--- src/design/fls_regs.svh ---
// fault latch supervisor constants: timing counts and field positions
// assumes a 100 MHz clock; included by bare name
`ifndef FLS_REGS_SVH
`define FLS_REGS_SVH

// ---------------------------------------------------------------
// timing
// ---------------------------------------------------------------
`define FLS_CLK_MHZ           100
`define FLS_REQ_LOW_US        150
`define FLS_REQ_LOW_CYC       (`FLS_REQ_LOW_US * `FLS_CLK_MHZ)
`define FLS_DEGLITCH_US       3000
`define FLS_DEGLITCH_CYC      (`FLS_DEGLITCH_US * `FLS_CLK_MHZ)
`define FLS_SS_TIMEOUT_US     28400
`define FLS_SS_TIMEOUT_CYC    (`FLS_SS_TIMEOUT_US * `FLS_CLK_MHZ)
`define FLS_SS_STEP_US        128
`define FLS_SS_STEP_CYC       (`FLS_SS_STEP_US * `FLS_CLK_MHZ)
`define FLS_SS_STEPS          7

// ---------------------------------------------------------------
// latched fault cause fields
// ---------------------------------------------------------------
`define FLS_CAUSE_W           6
`define FLS_CAUSE_UV          0
`define FLS_CAUSE_OV          1
`define FLS_CAUSE_FSOV        2
`define FLS_CAUSE_THERM       3
`define FLS_CAUSE_SSTO        4
`define FLS_CAUSE_SSUV        5
`define FLS_CAUSE_RST         6'h00

`endif

--- src/design/fls_pkg.sv ---
// fault latch supervisor types
// assumes fls_regs.svh is available on the include path
package fls_pkg;

  // operating modes of the supervisor
  typedef enum logic [2:0] {
    FLS_LOCKOUT,
    FLS_DISABLED,
    FLS_SOFT_START,
    FLS_SETTLE,
    FLS_NORMAL,
    FLS_LATCHED
  } fls_mode_t;

endpackage

--- src/design/fls_supervisor.sv ---
// supervisory state machine of an isolated dc/dc power module
// assumes comparator flags are asynchronous to clk, active high
// assumes the analogue side owns thresholds, hysteresis and the rail
// window; every timing count is in cycles of the 100 MHz clock
//
// Contract
// - request high starts switching, runs soft-start, then delivers power
// - request low disables the converter and stops switching
// - latching fault holds device non-switching until valid latch reset
// - request low over 150 us then high clears latch, starts soft-start
// - power_ok_n conducts only with no fault and rails within ten percent
// - input lockouts auto-recover; all other protections latch off
// - latch clears on request toggle or input supply recycle
// - input below lockout falling level enters lockout, stops switching
// - input below analog lockout level clears every protection state
// - leaving lockout starts soft-start if requested, else waits disabled
// - input over-voltage stops switching; recovers via soft-start or disable
// - input over-voltage lockout never clears latched faults
// - either rail below under-voltage level stops, releases ok, latches
// - under-voltage masked in soft-start; unreached level at end trips
// - either rail over ten percent high stops at once and latches
// - fail-safe main output over-voltage shuts down at once, latched
// - overload acts only through the latched under-voltage trip
// - either stage over-temperature stops, releases ok, latches off
// - thermal latch leaves only when cool and after toggle or recycle; a recycle clears it even while hot
// - rail flags deglitched 3 ms during start-up before first power ok
// - main rail below bias level 28.4 ms into soft-start latches off

`timescale 1ns/1ns
`default_nettype none
`include "fls_regs.svh"

module fls_supervisor
  import fls_pkg::*;
#(
  parameter int REQ_LOW_CYC    = `FLS_REQ_LOW_CYC,
  parameter int DEGLITCH_CYC   = `FLS_DEGLITCH_CYC,
  parameter int SS_TIMEOUT_CYC = `FLS_SS_TIMEOUT_CYC,
  parameter int SS_STEP_CYC    = `FLS_SS_STEP_CYC
) (
  // clock and reset
  input  wire logic                    clk,
  input  wire logic                    sys_rst,
  // host side
  input  wire logic                    turn_on_request,
  output logic                         power_ok_n_o,
  output logic                         power_ok_n_oe,
  // input supply comparators
  input  wire logic                    input_low_lockout,
  input  wire logic                    input_analog_low,
  input  wire logic                    input_high_lockout,
  // output rail comparators
  input  wire logic                    main_rail_low,
  input  wire logic                    aux_rail_low,
  input  wire logic                    main_rail_high,
  input  wire logic                    aux_rail_high,
  input  wire logic                    main_rail_in_window,
  input  wire logic                    aux_rail_in_window,
  input  wire logic                    main_bias_ok,
  input  wire logic                    failsafe_high_level,
  // temperature flags
  input  wire logic                    thermal_trip_pri,
  input  wire logic                    thermal_trip_sec,
  // converter control and status
  output logic                         switch_en,
  output logic [2:0]                   soft_start_step,
  output logic                         soft_start_active,
  output logic                         latched_off,
  output logic [`FLS_CAUSE_W-1:0]      fault_cause
);

  localparam int NSYNC = 13;
  localparam int CW    = 32;

  // ---------------------------------------------------------------
  // mode decoding
  // ---------------------------------------------------------------
  // true in every mode in which the converter may switch; shared by
  // the trip qualification and the switch enable so they never drift
  function automatic logic fls_switching(input fls_mode_t m);
    return (m == FLS_SOFT_START) || (m == FLS_SETTLE) ||
           (m == FLS_NORMAL);
  endfunction

  // ---------------------------------------------------------------
  // state
  // ---------------------------------------------------------------
  typedef struct packed {
    logic [NSYNC-1:0]        sync1;
    logic [NSYNC-1:0]        sync2;
    fls_mode_t               mode;
    logic [CW-1:0]           low_cnt;
    logic                    low_done;
    logic                    req_d;
    logic [CW-1:0]           ss_cnt;
    logic [CW-1:0]           step_cnt;
    logic [2:0]              step;
    logic [CW-1:0]           dg_cnt;
    logic                    ok_seen;
    logic                    ok;
    logic                    sw;
    logic [`FLS_CAUSE_W-1:0] cause;
  } fls_state_t;

  fls_state_t st_ff;
  fls_state_t nxt_st;

  // synchronised flag views
  logic s_req, s_ilow, s_ialow, s_ihigh, s_mlow, s_alow, s_mhigh, s_ahigh;
  logic s_mwin, s_awin, s_bias, s_fsov, s_therm;
  logic [NSYNC-1:0] raw_flags;

  assign raw_flags = {turn_on_request, input_low_lockout, input_analog_low,
                      input_high_lockout, main_rail_low, aux_rail_low,
                      main_rail_high, aux_rail_high, main_rail_in_window,
                      aux_rail_in_window, main_bias_ok, failsafe_high_level,
                      thermal_trip_pri | thermal_trip_sec};

  // each flag passes two flops before any decision sees it; the first
  // stage may still be settling, so nothing but the second stage reads it
  // only the second stage is read
  assign {s_req, s_ilow, s_ialow, s_ihigh, s_mlow, s_alow, s_mhigh, s_ahigh,
          s_mwin, s_awin, s_bias, s_fsov, s_therm} = st_ff.sync2;

  // ---------------------------------------------------------------
  // next state
  // ---------------------------------------------------------------
  always_comb begin
    logic lockout;
    logic uv_trip;
    logic ov_trip;
    logic [`FLS_CAUSE_W-1:0] trip;
    logic req_rise;
    nxt_st = st_ff;
    nxt_st.sync1 = raw_flags;
    nxt_st.sync2 = st_ff.sync1;
    nxt_st.req_d = s_req;
    req_rise = s_req & ~st_ff.req_d;
    lockout = s_ilow | s_ihigh;
    uv_trip = s_mlow | s_alow;
    ov_trip = s_mhigh | s_ahigh;
    trip = `FLS_CAUSE_RST;

    // request low timer for latch release
    // the done flag survives the rising cycle itself, so the latch sees
    // it together with the edge, and is dropped one cycle later
    if (s_req) begin
      nxt_st.low_cnt = '0;
    end else if (!st_ff.low_done) begin
      nxt_st.low_cnt = st_ff.low_cnt + CW'(1);
      if (st_ff.low_cnt >= CW'(REQ_LOW_CYC)) begin
        nxt_st.low_done = 1'b1;
      end
    end
    if (s_req && !req_rise) begin
      nxt_st.low_done = 1'b0;
    end

    // latching trip causes while switching; the flags are levels, so a
    // trip that lands with a request edge or a lockout still wins
    if (fls_switching(st_ff.mode)) begin
      if (s_fsov) begin
        trip[`FLS_CAUSE_FSOV] = 1'b1;
      end
      if (s_therm) begin
        trip[`FLS_CAUSE_THERM] = 1'b1;
      end
    end
    // time-out runs from the start of soft start through settling, so it
    // still bites when the reference steps end before it runs out
    if ((st_ff.mode == FLS_SOFT_START || st_ff.mode == FLS_SETTLE) &&
        st_ff.ss_cnt >= CW'(SS_TIMEOUT_CYC) && !s_bias) begin
      trip[`FLS_CAUSE_SSTO] = 1'b1;
    end
    // a rail still below its level as the last step ends trips at once
    if (st_ff.mode == FLS_SOFT_START &&
        st_ff.step == 3'(`FLS_SS_STEPS - 1) &&
        st_ff.step_cnt >= CW'(SS_STEP_CYC - 1) && uv_trip) begin
      trip[`FLS_CAUSE_SSUV] = 1'b1;
    end
    // rail checks masked in soft start, deglitched while settling
    if (st_ff.mode == FLS_SETTLE && st_ff.dg_cnt >= CW'(DEGLITCH_CYC)) begin
      if (uv_trip) begin
        trip[`FLS_CAUSE_SSUV] = 1'b1;
      end
      if (ov_trip) begin
        trip[`FLS_CAUSE_OV] = 1'b1;
      end
    end
    if (st_ff.mode == FLS_NORMAL) begin
      if (uv_trip) begin
        trip[`FLS_CAUSE_UV] = 1'b1;
      end
      if (ov_trip) begin
        trip[`FLS_CAUSE_OV] = 1'b1;
      end
    end

    // timers
    nxt_st.ss_cnt = '0;
    nxt_st.step_cnt = '0;
    nxt_st.dg_cnt = '0;

    // mode sequencing; analog recycle first, then trips, then the rest
    // the recycle wipes every cause; a trip only ever adds cause bits
    if (s_ialow) begin
      nxt_st.mode = FLS_LOCKOUT;
      nxt_st.cause = `FLS_CAUSE_RST;
      nxt_st.step = '0;
    end else if (|trip) begin
      nxt_st.mode = FLS_LATCHED;
      nxt_st.cause = st_ff.cause | trip;
    end else begin
      case (st_ff.mode)
        FLS_LOCKOUT: begin
          // auto-recovery: leave once both input lockouts have cleared
          if (!lockout) begin
            nxt_st.mode = s_req ? FLS_SOFT_START : FLS_DISABLED;
            nxt_st.step = '0;
          end
        end
        FLS_DISABLED: begin
          if (lockout) begin
            nxt_st.mode = FLS_LOCKOUT;
          end else if (s_req) begin
            nxt_st.mode = FLS_SOFT_START;
            nxt_st.step = '0;
          end
        end
        FLS_SOFT_START: begin
          // seven reference steps of equal length, then settling
          nxt_st.ss_cnt = st_ff.ss_cnt + CW'(1);
          nxt_st.step_cnt = st_ff.step_cnt + CW'(1);
          if (lockout) begin
            nxt_st.mode = FLS_LOCKOUT;
          end else if (!s_req) begin
            nxt_st.mode = FLS_DISABLED;
          end else if (st_ff.step_cnt >= CW'(SS_STEP_CYC - 1)) begin
            nxt_st.step_cnt = '0;
            if (st_ff.step == 3'(`FLS_SS_STEPS - 1)) begin
              nxt_st.mode = FLS_SETTLE;
            end else begin
              nxt_st.step = st_ff.step + 3'h1;
            end
          end
        end
        FLS_SETTLE: begin
          // time-out keeps counting through settling, bias level reached or not
          nxt_st.ss_cnt = st_ff.ss_cnt + CW'(1);
          // deglitch runs once both rails are back above their levels
          if (!uv_trip) begin
            nxt_st.dg_cnt = st_ff.dg_cnt + CW'(1);
          end
          if (lockout) begin
            nxt_st.mode = FLS_LOCKOUT;
          end else if (!s_req) begin
            nxt_st.mode = FLS_DISABLED;
          end else if (st_ff.dg_cnt >= CW'(DEGLITCH_CYC)) begin
            nxt_st.mode = FLS_NORMAL;
            nxt_st.ok_seen = 1'b1;
          end
        end
        FLS_NORMAL: begin
          if (lockout) begin
            nxt_st.mode = FLS_LOCKOUT;
          end else if (!s_req) begin
            nxt_st.mode = FLS_DISABLED;
          end
        end
        FLS_LATCHED: begin
          // input high lockout leaves the latch alone
          if (req_rise && st_ff.low_done && !s_therm && !s_fsov) begin
            nxt_st.mode = FLS_SOFT_START;
            // a release inside an input lockout waits there instead
            if (lockout) begin
              nxt_st.mode = FLS_LOCKOUT;
            end
            nxt_st.cause = `FLS_CAUSE_RST;
            nxt_st.step = '0;
          end
        end
        default: begin
          nxt_st.mode = FLS_LOCKOUT;
        end
      endcase
    end

    // outputs follow the next mode
    nxt_st.sw = fls_switching(nxt_st.mode);
    nxt_st.ok = (nxt_st.mode == FLS_NORMAL) && s_mwin && s_awin;
    if (nxt_st.mode != FLS_NORMAL && nxt_st.mode != FLS_SETTLE) begin
      nxt_st.ok_seen = 1'b0;
    end
  end

  // ---------------------------------------------------------------
  // state register
  // ---------------------------------------------------------------
  // sync reset parks the block in lockout with every latch and timer
  // clear; switching and power ok stay off while reset is held
  always_ff @(posedge clk) begin
    if (sys_rst) begin
      st_ff <= '{sync1: '0, sync2: '0, mode: FLS_LOCKOUT, low_cnt: '0,
                 low_done: 1'b0, req_d: 1'b0, ss_cnt: '0, step_cnt: '0,
                 step: '0, dg_cnt: '0, ok_seen: 1'b0, ok: 1'b0, sw: 1'b0,
                 cause: `FLS_CAUSE_RST};
    end else begin
      st_ff <= nxt_st;
    end
  end

  // ---------------------------------------------------------------
  // outputs
  // ---------------------------------------------------------------
  // every output comes from the state register or a decode of it, so
  // no comparator glitch reaches the pins within a cycle
  assign power_ok_n_o      = 1'b0;           // open drain pulls low only
  assign power_ok_n_oe     = st_ff.ok;
  assign switch_en         = st_ff.sw;
  assign soft_start_step   = st_ff.step;
  assign soft_start_active = (st_ff.mode == FLS_SOFT_START);
  assign latched_off       = (st_ff.mode == FLS_LATCHED);
  assign fault_cause       = st_ff.cause;

endmodule
`default_nettype wire

--- config.mk ---
export PLATFORM = sky130hd
export DESIGN_NAME = fls_supervisor
export DESIGN_NICKNAME = d
export VERILOG_FILES = /design/src/design/fls_pkg.sv /design/src/design/fls_supervisor.sv
export VERILOG_INCLUDE_DIRS = /design/src /design/src/design
export SDC_FILE = /design/constraint.sdc
export NUM_CORES = 1
export LEC_CHECK = 0
export BUFFER_PORTS_ARGS = -buffer_cell sky130_fd_sc_hd__buf_2
export CORE_AREA = 4 4 152 154
export DETAILED_ROUTE_END_ITERATION = 8
export DIE_AREA = 0 0 156 158
export PLACE_DENSITY = 0.5
export SLEW_MARGIN = 20
export SYNTH_ARGS = -nofsm -noshare
export SYNTH_HDL_FRONTEND = slang
export SYNTH_SLANG_ARGS = --single-unit
--- constraint.sdc ---
create_clock -name clk -period 2.4 [get_ports clk]
set_input_delay 0.36 -clock clk [delete_from_list [all_inputs] [get_ports clk]]
set_output_delay 0.36 -clock clk [all_outputs]
set_load 0.02 [all_outputs]
=== After elaboration in Yosys (flattened, before gate mapping) ===
Index checks and enable logic that the tools add are counted.

* Flip-flop bits (word level): 170
* Input bits: 16
* Output and inout port bits: 14
* Word-level logic and storage cells: 128

* $add $sub $neg: 5
* Order comparisons: 4
* Equality and inequality tests: 17
* Multiplexer cells: 44
* Bitwise logic cells: 11
* Reduce and logical (&&, ||, !) cells: 34

{| class="wikitable"
|+ Operator list
! operator !! count
|-
| adder 32 x 1 -> 32 bit, second input constant || 4
|-
| two-way mux 35 bit || 3
|-
| greater-or-equal comparator 32 x 14 -> 1 bit, second input constant || 2
|-
| two-way mux 3 bit || 20
|-
| greater-or-equal comparator 32 x 19 -> 1 bit, second input constant || 1
|-
| greater-or-equal comparator 32 x 22 -> 1 bit, second input constant || 1
|-
| two-way mux 6 bit || 3
|-
| one-hot mux 3 bit (6 select lines) || 1
|-
| OR reduction 9 bit || 2
|-
| equality test 3 x 2 -> 1 bit, second input constant || 4
|-
| equality test 3 bit, second input constant || 4
|-
| logical AND 1 bit || 12
|-
| two-way mux 1 bit || 12
|-
| one-hot mux 3 bit (4 select lines) || 1
|-
| != test 2 bit, second input constant || 5
|-
| AND reduction 10 bit || 1
|-
| OR reduction 10 bit || 1
|-
| two-way mux 2 bit || 4
|-
| OR reduction 2 bit || 4
|-
| != test 2 x 1 -> 1 bit, second input constant || 3
|-
| bitwise OR 6 bit || 1
|-
| OR reduction 6 bit || 1
|-
| inverter 1 bit || 5
|-
| zero test 1 bit || 4
|-
| other kinds (9) || 16
|}

=== Longest topological paths before layout ===
* Depth in word-level cells: 13
* Mapped depth: 9
* Gate-level depth less buffers: 8

=== Worst setup path after synthesis ===
No wires, ideal clock.

* Path kind: reg2reg
* Start point: register st_ff[44] (netlist bit)
* End point: register st_ff[68] (netlist bit)
* Setup time: 0.063 ns
* Data arrival time: 2.162 ns
* Required time: 2.337 ns
* Setup slack: 0.175 ns
* Stages on the path, launching flop included: 10
* Path buffers: 1
* Clock period less this slack: 2.225 ns
* Path through: dfxtp_1 -> ha_1 -> nand4_1 -> o21ai_0 -> a311o_1 -> nor3b_4 -> a211oi_4 -> nand3_4 -> buf_6 -> nor2_2

* Cells in the longest elaborated chain, start to end: 7
* Elaborated cells on any way between the ends: 11
* Classes of those cells: add/sub: 1; order compare: 1; mux: 6; reduce/logical: 3

{| class="wikitable"
|+ Ends and longest elaborated chain
! item !! RTL line !! RTL
|-
| from (decl) || fls_supervisor.sv:105 || <nowiki>fls_state_t st_ff;</nowiki>
|-
| from (signal assigned) || fls_supervisor.sv:303 || <nowiki>st_ff <= '{sync1: '0, sync2: '0, mode: FLS_LOCKOUT, low_cnt: '0,</nowiki>
|-
| from (signal assigned) || fls_supervisor.sv:308 || <nowiki>st_ff <= nxt_st;</nowiki>
|-
| greater-or-equal comparator 32 x 14 -> 1 bit || fls_supervisor.sv:178, fls_supervisor.sv:238 ||
|-
| logical AND 1 bit (2 in series) || fls_supervisor.sv:176 || <nowiki>if (st_ff.mode == FLS_SOFT_START &&</nowiki>
|-
| two-way mux 1 bit || fls_supervisor.sv:176 ||
|-
| two-way mux 1 bit || fls_supervisor.sv:183 || <nowiki>if (uv_trip) begin</nowiki>
|-
| two-way mux 1 bit || fls_supervisor.sv:182 || <nowiki>if (st_ff.mode == FLS_SETTLE && st_ff.dg_cnt >= CW'(DEGLITCH_CYC)) begin</nowiki>
|-
| OR reduction 9 bit (no source line) || - ||
|}

Parallel ways exist; a longest one is shown, timed or not. The select of a mux whose other input is x is not followed.
A chain may end at the register's enable or synchronous reset.

=== Worst setup path after layout ===
* Start point: register st_ff[65] (netlist bit)
* End point: register st_ff[52] (netlist bit)

* Cells in the longest elaborated chain, start to end: 7
* Elaborated cells on any way between the ends: 10
* Classes of those cells: order compare: 1; mux: 6; reduce/logical: 3

{| class="wikitable"
|+ Ends and longest elaborated chain
! item !! RTL line
|-
| greater-or-equal comparator 32 x 14 -> 1 bit * || fls_supervisor.sv:178, fls_supervisor.sv:238
|-
| logical AND 1 bit (2 in series) || fls_supervisor.sv:176
|-
| two-way mux 1 bit || fls_supervisor.sv:176
|-
| two-way mux 1 bit || fls_supervisor.sv:183
|-
| two-way mux 1 bit || fls_supervisor.sv:182
|-
| OR reduction 9 bit (no source line) || -
|}

Mark *: on every way between the ends. The rest lies on a longest branch, timed or not. The select of a mux whose other input is x is not followed.

==> qor.json <==
{
  "global_routing": {
    "antenna_found_initial": 0,
    "vias_in_the_first_global_route": 5330,
    "grt_first_pass_wirelength_um": 25300,
    "grt-ovfl-total": 0,
    "grt_start_max_net_pins": 33,
    "grt.total_usage": 0.124
  },
  "sta": {
    "finClkSkew_ns": 0.0131,
    "setup_ws_ns": 0.133,
    "period_needed_ns": 2.27,
    "rsz0062_at_grt": "no",
    "min_period_over_period": 0.945,
    "report.final.hold_viol_count": 0,
    "setup-violations-final": 0,
    "max_clock_freq_mhz": 441,
    "tightestPinTransition_ns": 0.619,
    "drv_slew": 0,
    "max-slew-margin-rel": 0.587,
    "timing.setup.tns_ns": 0
  },
  "setup_path": {
    "end_kind": "flip-flop",
    "crit_path_max_fanout": 32,
    "worstReg2RegStart": "st_ff[65]",
    "timing.setup.critical_path_class": "flip-flop to flip-flop",
    "critPathArrivalTime_ns": 2.62,
    "start_kind": "flip-flop",
    "critical_path_required_ns": 2.75,
    "startpoint": "st_ff[65]"
  },
  "detailed_routing": {
    "via_count_normalized_by_instance_count": 4.63,
    "via_count": 5572,
    "final_antenna_net_count": 0,
    "drc": 0,
    "detailedRoute.firstIterationViolations": 255,
    "routedWlPerCell_um": 12.0,
    "wirelength_um": 14400,
    "drt_pass1_iterations": 4
  },
  "floorplan": {
    "initial_core_util": 0.344,
    "coreArea_mm2": 0.0217,
    "rows": 54,
    "floorplan.die_area_mm2": 0.0246,
    "die_h_um": 158,
    "io-pin-count": 30,
    "die_x_extent_um": 156
  },
  "worst_hold_path": {
    "timing.hold.worst.start": "main_rail_in_window",
    "timing.hold.worst.class": "input port to flip-flop"
  },
  "synth": {
    "post_synthesis_register_bit_count": 170,
    "post_synth_main_area_contributors": "sky130_fd_sc_hd__dfxtp_1 (46%), sky130_fd_sc_hd__nor2_1 (8.9%), sky130_fd_sc_hd__xor2_1 (7.0%), sky130_fd_sc_hd__xnor2_1 (6.9%), sky130_fd_sc_hd__nand2_1 (3.3%)",
    "synth_simple_gate_area_share": 0.298,
    "synth-edff-count": 0,
    "synth.mux.area_fraction": 0.00402,
    "yosysSeqAreaShare": 0.456,
    "post_synth_fa_ha_maj_area_fraction": 0.0151,
    "post_synth.cell_area_avg_um2": 8.67,
    "synthesized_cell_area_mm2": 0.00746,
    "async_flop_share": 0,
    "synth_top_family_by_area": "simple AND/OR/NAND/NOR gates",
    "xor_xnor_share_of_the_synthesized_area": 0.140,
    "synth-main-ff-cell": "sky130_fd_sc_hd__dfxtp_1",
    "synth.lib_cells_used.distinct": 56,
    "yosys_warnings": 0,
    "share_of_the_synthesized_area_in_the_top_cell_type": 0.456,
    "syn_inst": 861,
    "syn-num-nets": 886,
    "synth_top_area_cell": "sky130_fd_sc_hd__dfxtp_1",
    "synth-compound-area-share": 0.0466
  },
  "final_layout": {
    "multiInputGateArea_mm2": 0.00380,
    "post-route-cell-area_mm2": 0.00866,
    "post_route_cells_drive_above_1_share": 0.135,
    "design.final.nets": 937,
    "regArea_mm2": 0.00340,
    "fillers": 2187,
    "area_growth_pct": 16.1,
    "antennaDiodeCount": 0,
    "instances_no_fill": 1204
  },
  "status": {
    "result_of_the_run": "finished clean"
  },
  "pwr": {
    "power.leakage_uw": 0.00308,
    "worst_ir_drop_vdd_mv": 0.429,
    "power-per-cell-area_mw_per_mm2": 649,
    "report.power.total_uw": 5620
  },
  "clock_tree": {
    "cts_buffer_depth": 2,
    "cts_made_buffers": 17,
    "clock_sinks": 170,
    "cts_max_level": 4,
    "clock_tree.root_cell": "sky130_fd_sc_hd__clkbuf_16",
    "clk_transition_reported_paths_ns": 0.07,
    "tritoncts": "yes",
    "cts_hold_repair.buffers": 0,
    "clock_latency_on_the_worst_skew_pair_ns": 0.43
  },
  "place": {
    "placed_cells_incl_taps": 1172,
    "port-buffer-count": 28,
    "placement.setup.worst_slack_ns": -0.00772,
    "gpl.final_weighted_congestion": 0.760,
    "placedInstanceArea_mm2": 0.00805,
    "hpwlAfterDp_um": 10100
  },
  "run": {
    "maxCapViolCount": 0
  }
}
-- cells in the final DEF (no fill, tap or decap), drive strengths merged, types with 6 or more instances in the layout --
cell | Yosys | routed
a21oi | 11 | 11
and3 | 29 | 29
and4 | 6 | 6
buf | 16 | 65
clkbuf | 17 | 17
clkinv | 0 | 6
dfxtp | 170 | 170
ha | 9 | 9
inv | 24 | 30
nand2 | 65 | 65
nand3 | 49 | 49
nand4 | 21 | 21
nor2 | 186 | 186
nor2b | 34 | 34
nor3 | 12 | 12
nor4 | 18 | 18
o21ai | 12 | 12
or3 | 6 | 6
xnor2 | 59 | 59
xor2 | 60 | 60
-- worst paths after layout --
| path | endpoint | slack, ns | cells past startpoint |
|---|---|---|---|
| worst max-delay path | st_ff[52] | 0.13 | 8 |
| worst min-delay path | nxt_st[149] | 0.14 | 2 |
| worst max register to register | st_ff[52] | 0.13 | 8 |
| worst min register to register | s_alow | 0.44 | 1 |
-- timing repair --
action | CTS | global route
pin swaps | 0 | 2
setup endpoints to repair | 37 | 104
gates resized for setup | 1 | 7
setup buffers | 0 | 1
-- cell families after synthesis --
kind of cell | Yosys count
muxes | 3
other | 1
adders and majority gates | 9
AOI/OAI and AO/OA | 51
DFF | 170
buffers and inverters | 57
and+or+nand+nor | 451
xor gates and xnor gates | 119
-- report_power, final --
| group | internal (uW) | total (uW) | switching [uW] |
|---|---|---|---|
| clock | 1450 | 2630 | 1180 |
| sequential | 2850 | 2860 | 15.1 |
| combinational | 54.5 | 129 | 74.8 |
| total | 4350 | 5620 | 1270 |
-- through the flow --
stage,hold slack (ns),utilization
after detailed placement,0.422,0.371
after floorplan,0.395,-
final,0.142,0.399
after global placement,0.422,0.371
after global routing,0.126,0.399
after CTS,0.123,0.398
-- final cells by class --
| class | count | share of cell area |
|---|---|---|
| Clock buffer | 17 | 0.0491 |
| Clock inverter | 14 | 0.0159 |
| Inverter | 24 | 0.0104 |
| Multi-Input combinational cell | 634 | 0.439 |
| Sequential cell | 170 | 0.393 |
| Tap cell | 280 | 0.0405 |
| Timing Repair Buffer | 65 | 0.0526 |
-- synthesized netlist by cell type, drive strengths merged, types with 2 or more instances --
library cell  number
nor2             186
dfxtp            170
nand2             65
xor2              60
xnor2             59
nand3             49
nor2b             34
and3              29
inv               24
nand4             21
nor4              18
clkbuf            17
buf               16
nor3              12
o21ai             12
a21oi             11
ha                 9
and4               6
or3                6
or2                5
and2               4
o22ai              4
a211oi             3
a22oi              3
mux2i              3
nand2b             3
nor3b              3
o21a               3
a221oi             2
nand4b             2
o31ai              2
or4                2
-- layer usage --
metal	track usage	vias up	part of all wire
li1	-	2959	-
met1	0.176	2535	0.54
met2	0.184	57	0.41
met3	0.0268	21	0.030
met4	0.0479	0	0.016
met5	0	-	0
-- registers in the layout, indices dropped and copies added, names as in the netlist --
name,cells
s_mwin,1
s_mlow,1
s_mhigh,1
st_ff,133
s_alow,1
s_fsov,1
s_ialow,1
switch_en,1
s_ilow,1
power_ok_n_oe,1
s_bias,1
s_therm,1
soft_start_step,3
fault_cause,6
s_awin,1
nxt_st,14
s_ihigh,1
s_ahigh,1
-- critical path, cell delays in order, from the launching register on --
cell and delay (ns):
sky130_fd_sc_hd__dfxtp_1 0.33, sky130_fd_sc_hd__nor4_1 0.33, sky130_fd_sc_hd__nand4_1 0.17, sky130_fd_sc_hd__a311o_1 0.41, sky130_fd_sc_hd__nor3b_4 0.19, sky130_fd_sc_hd__a211oi_4 0.33
sky130_fd_sc_hd__nand3_4 0.11, sky130_fd_sc_hd__buf_12 0.19, sky130_fd_sc_hd__nor2_1 0.12
Note: power is estimated with default switching activity, not from simulation.
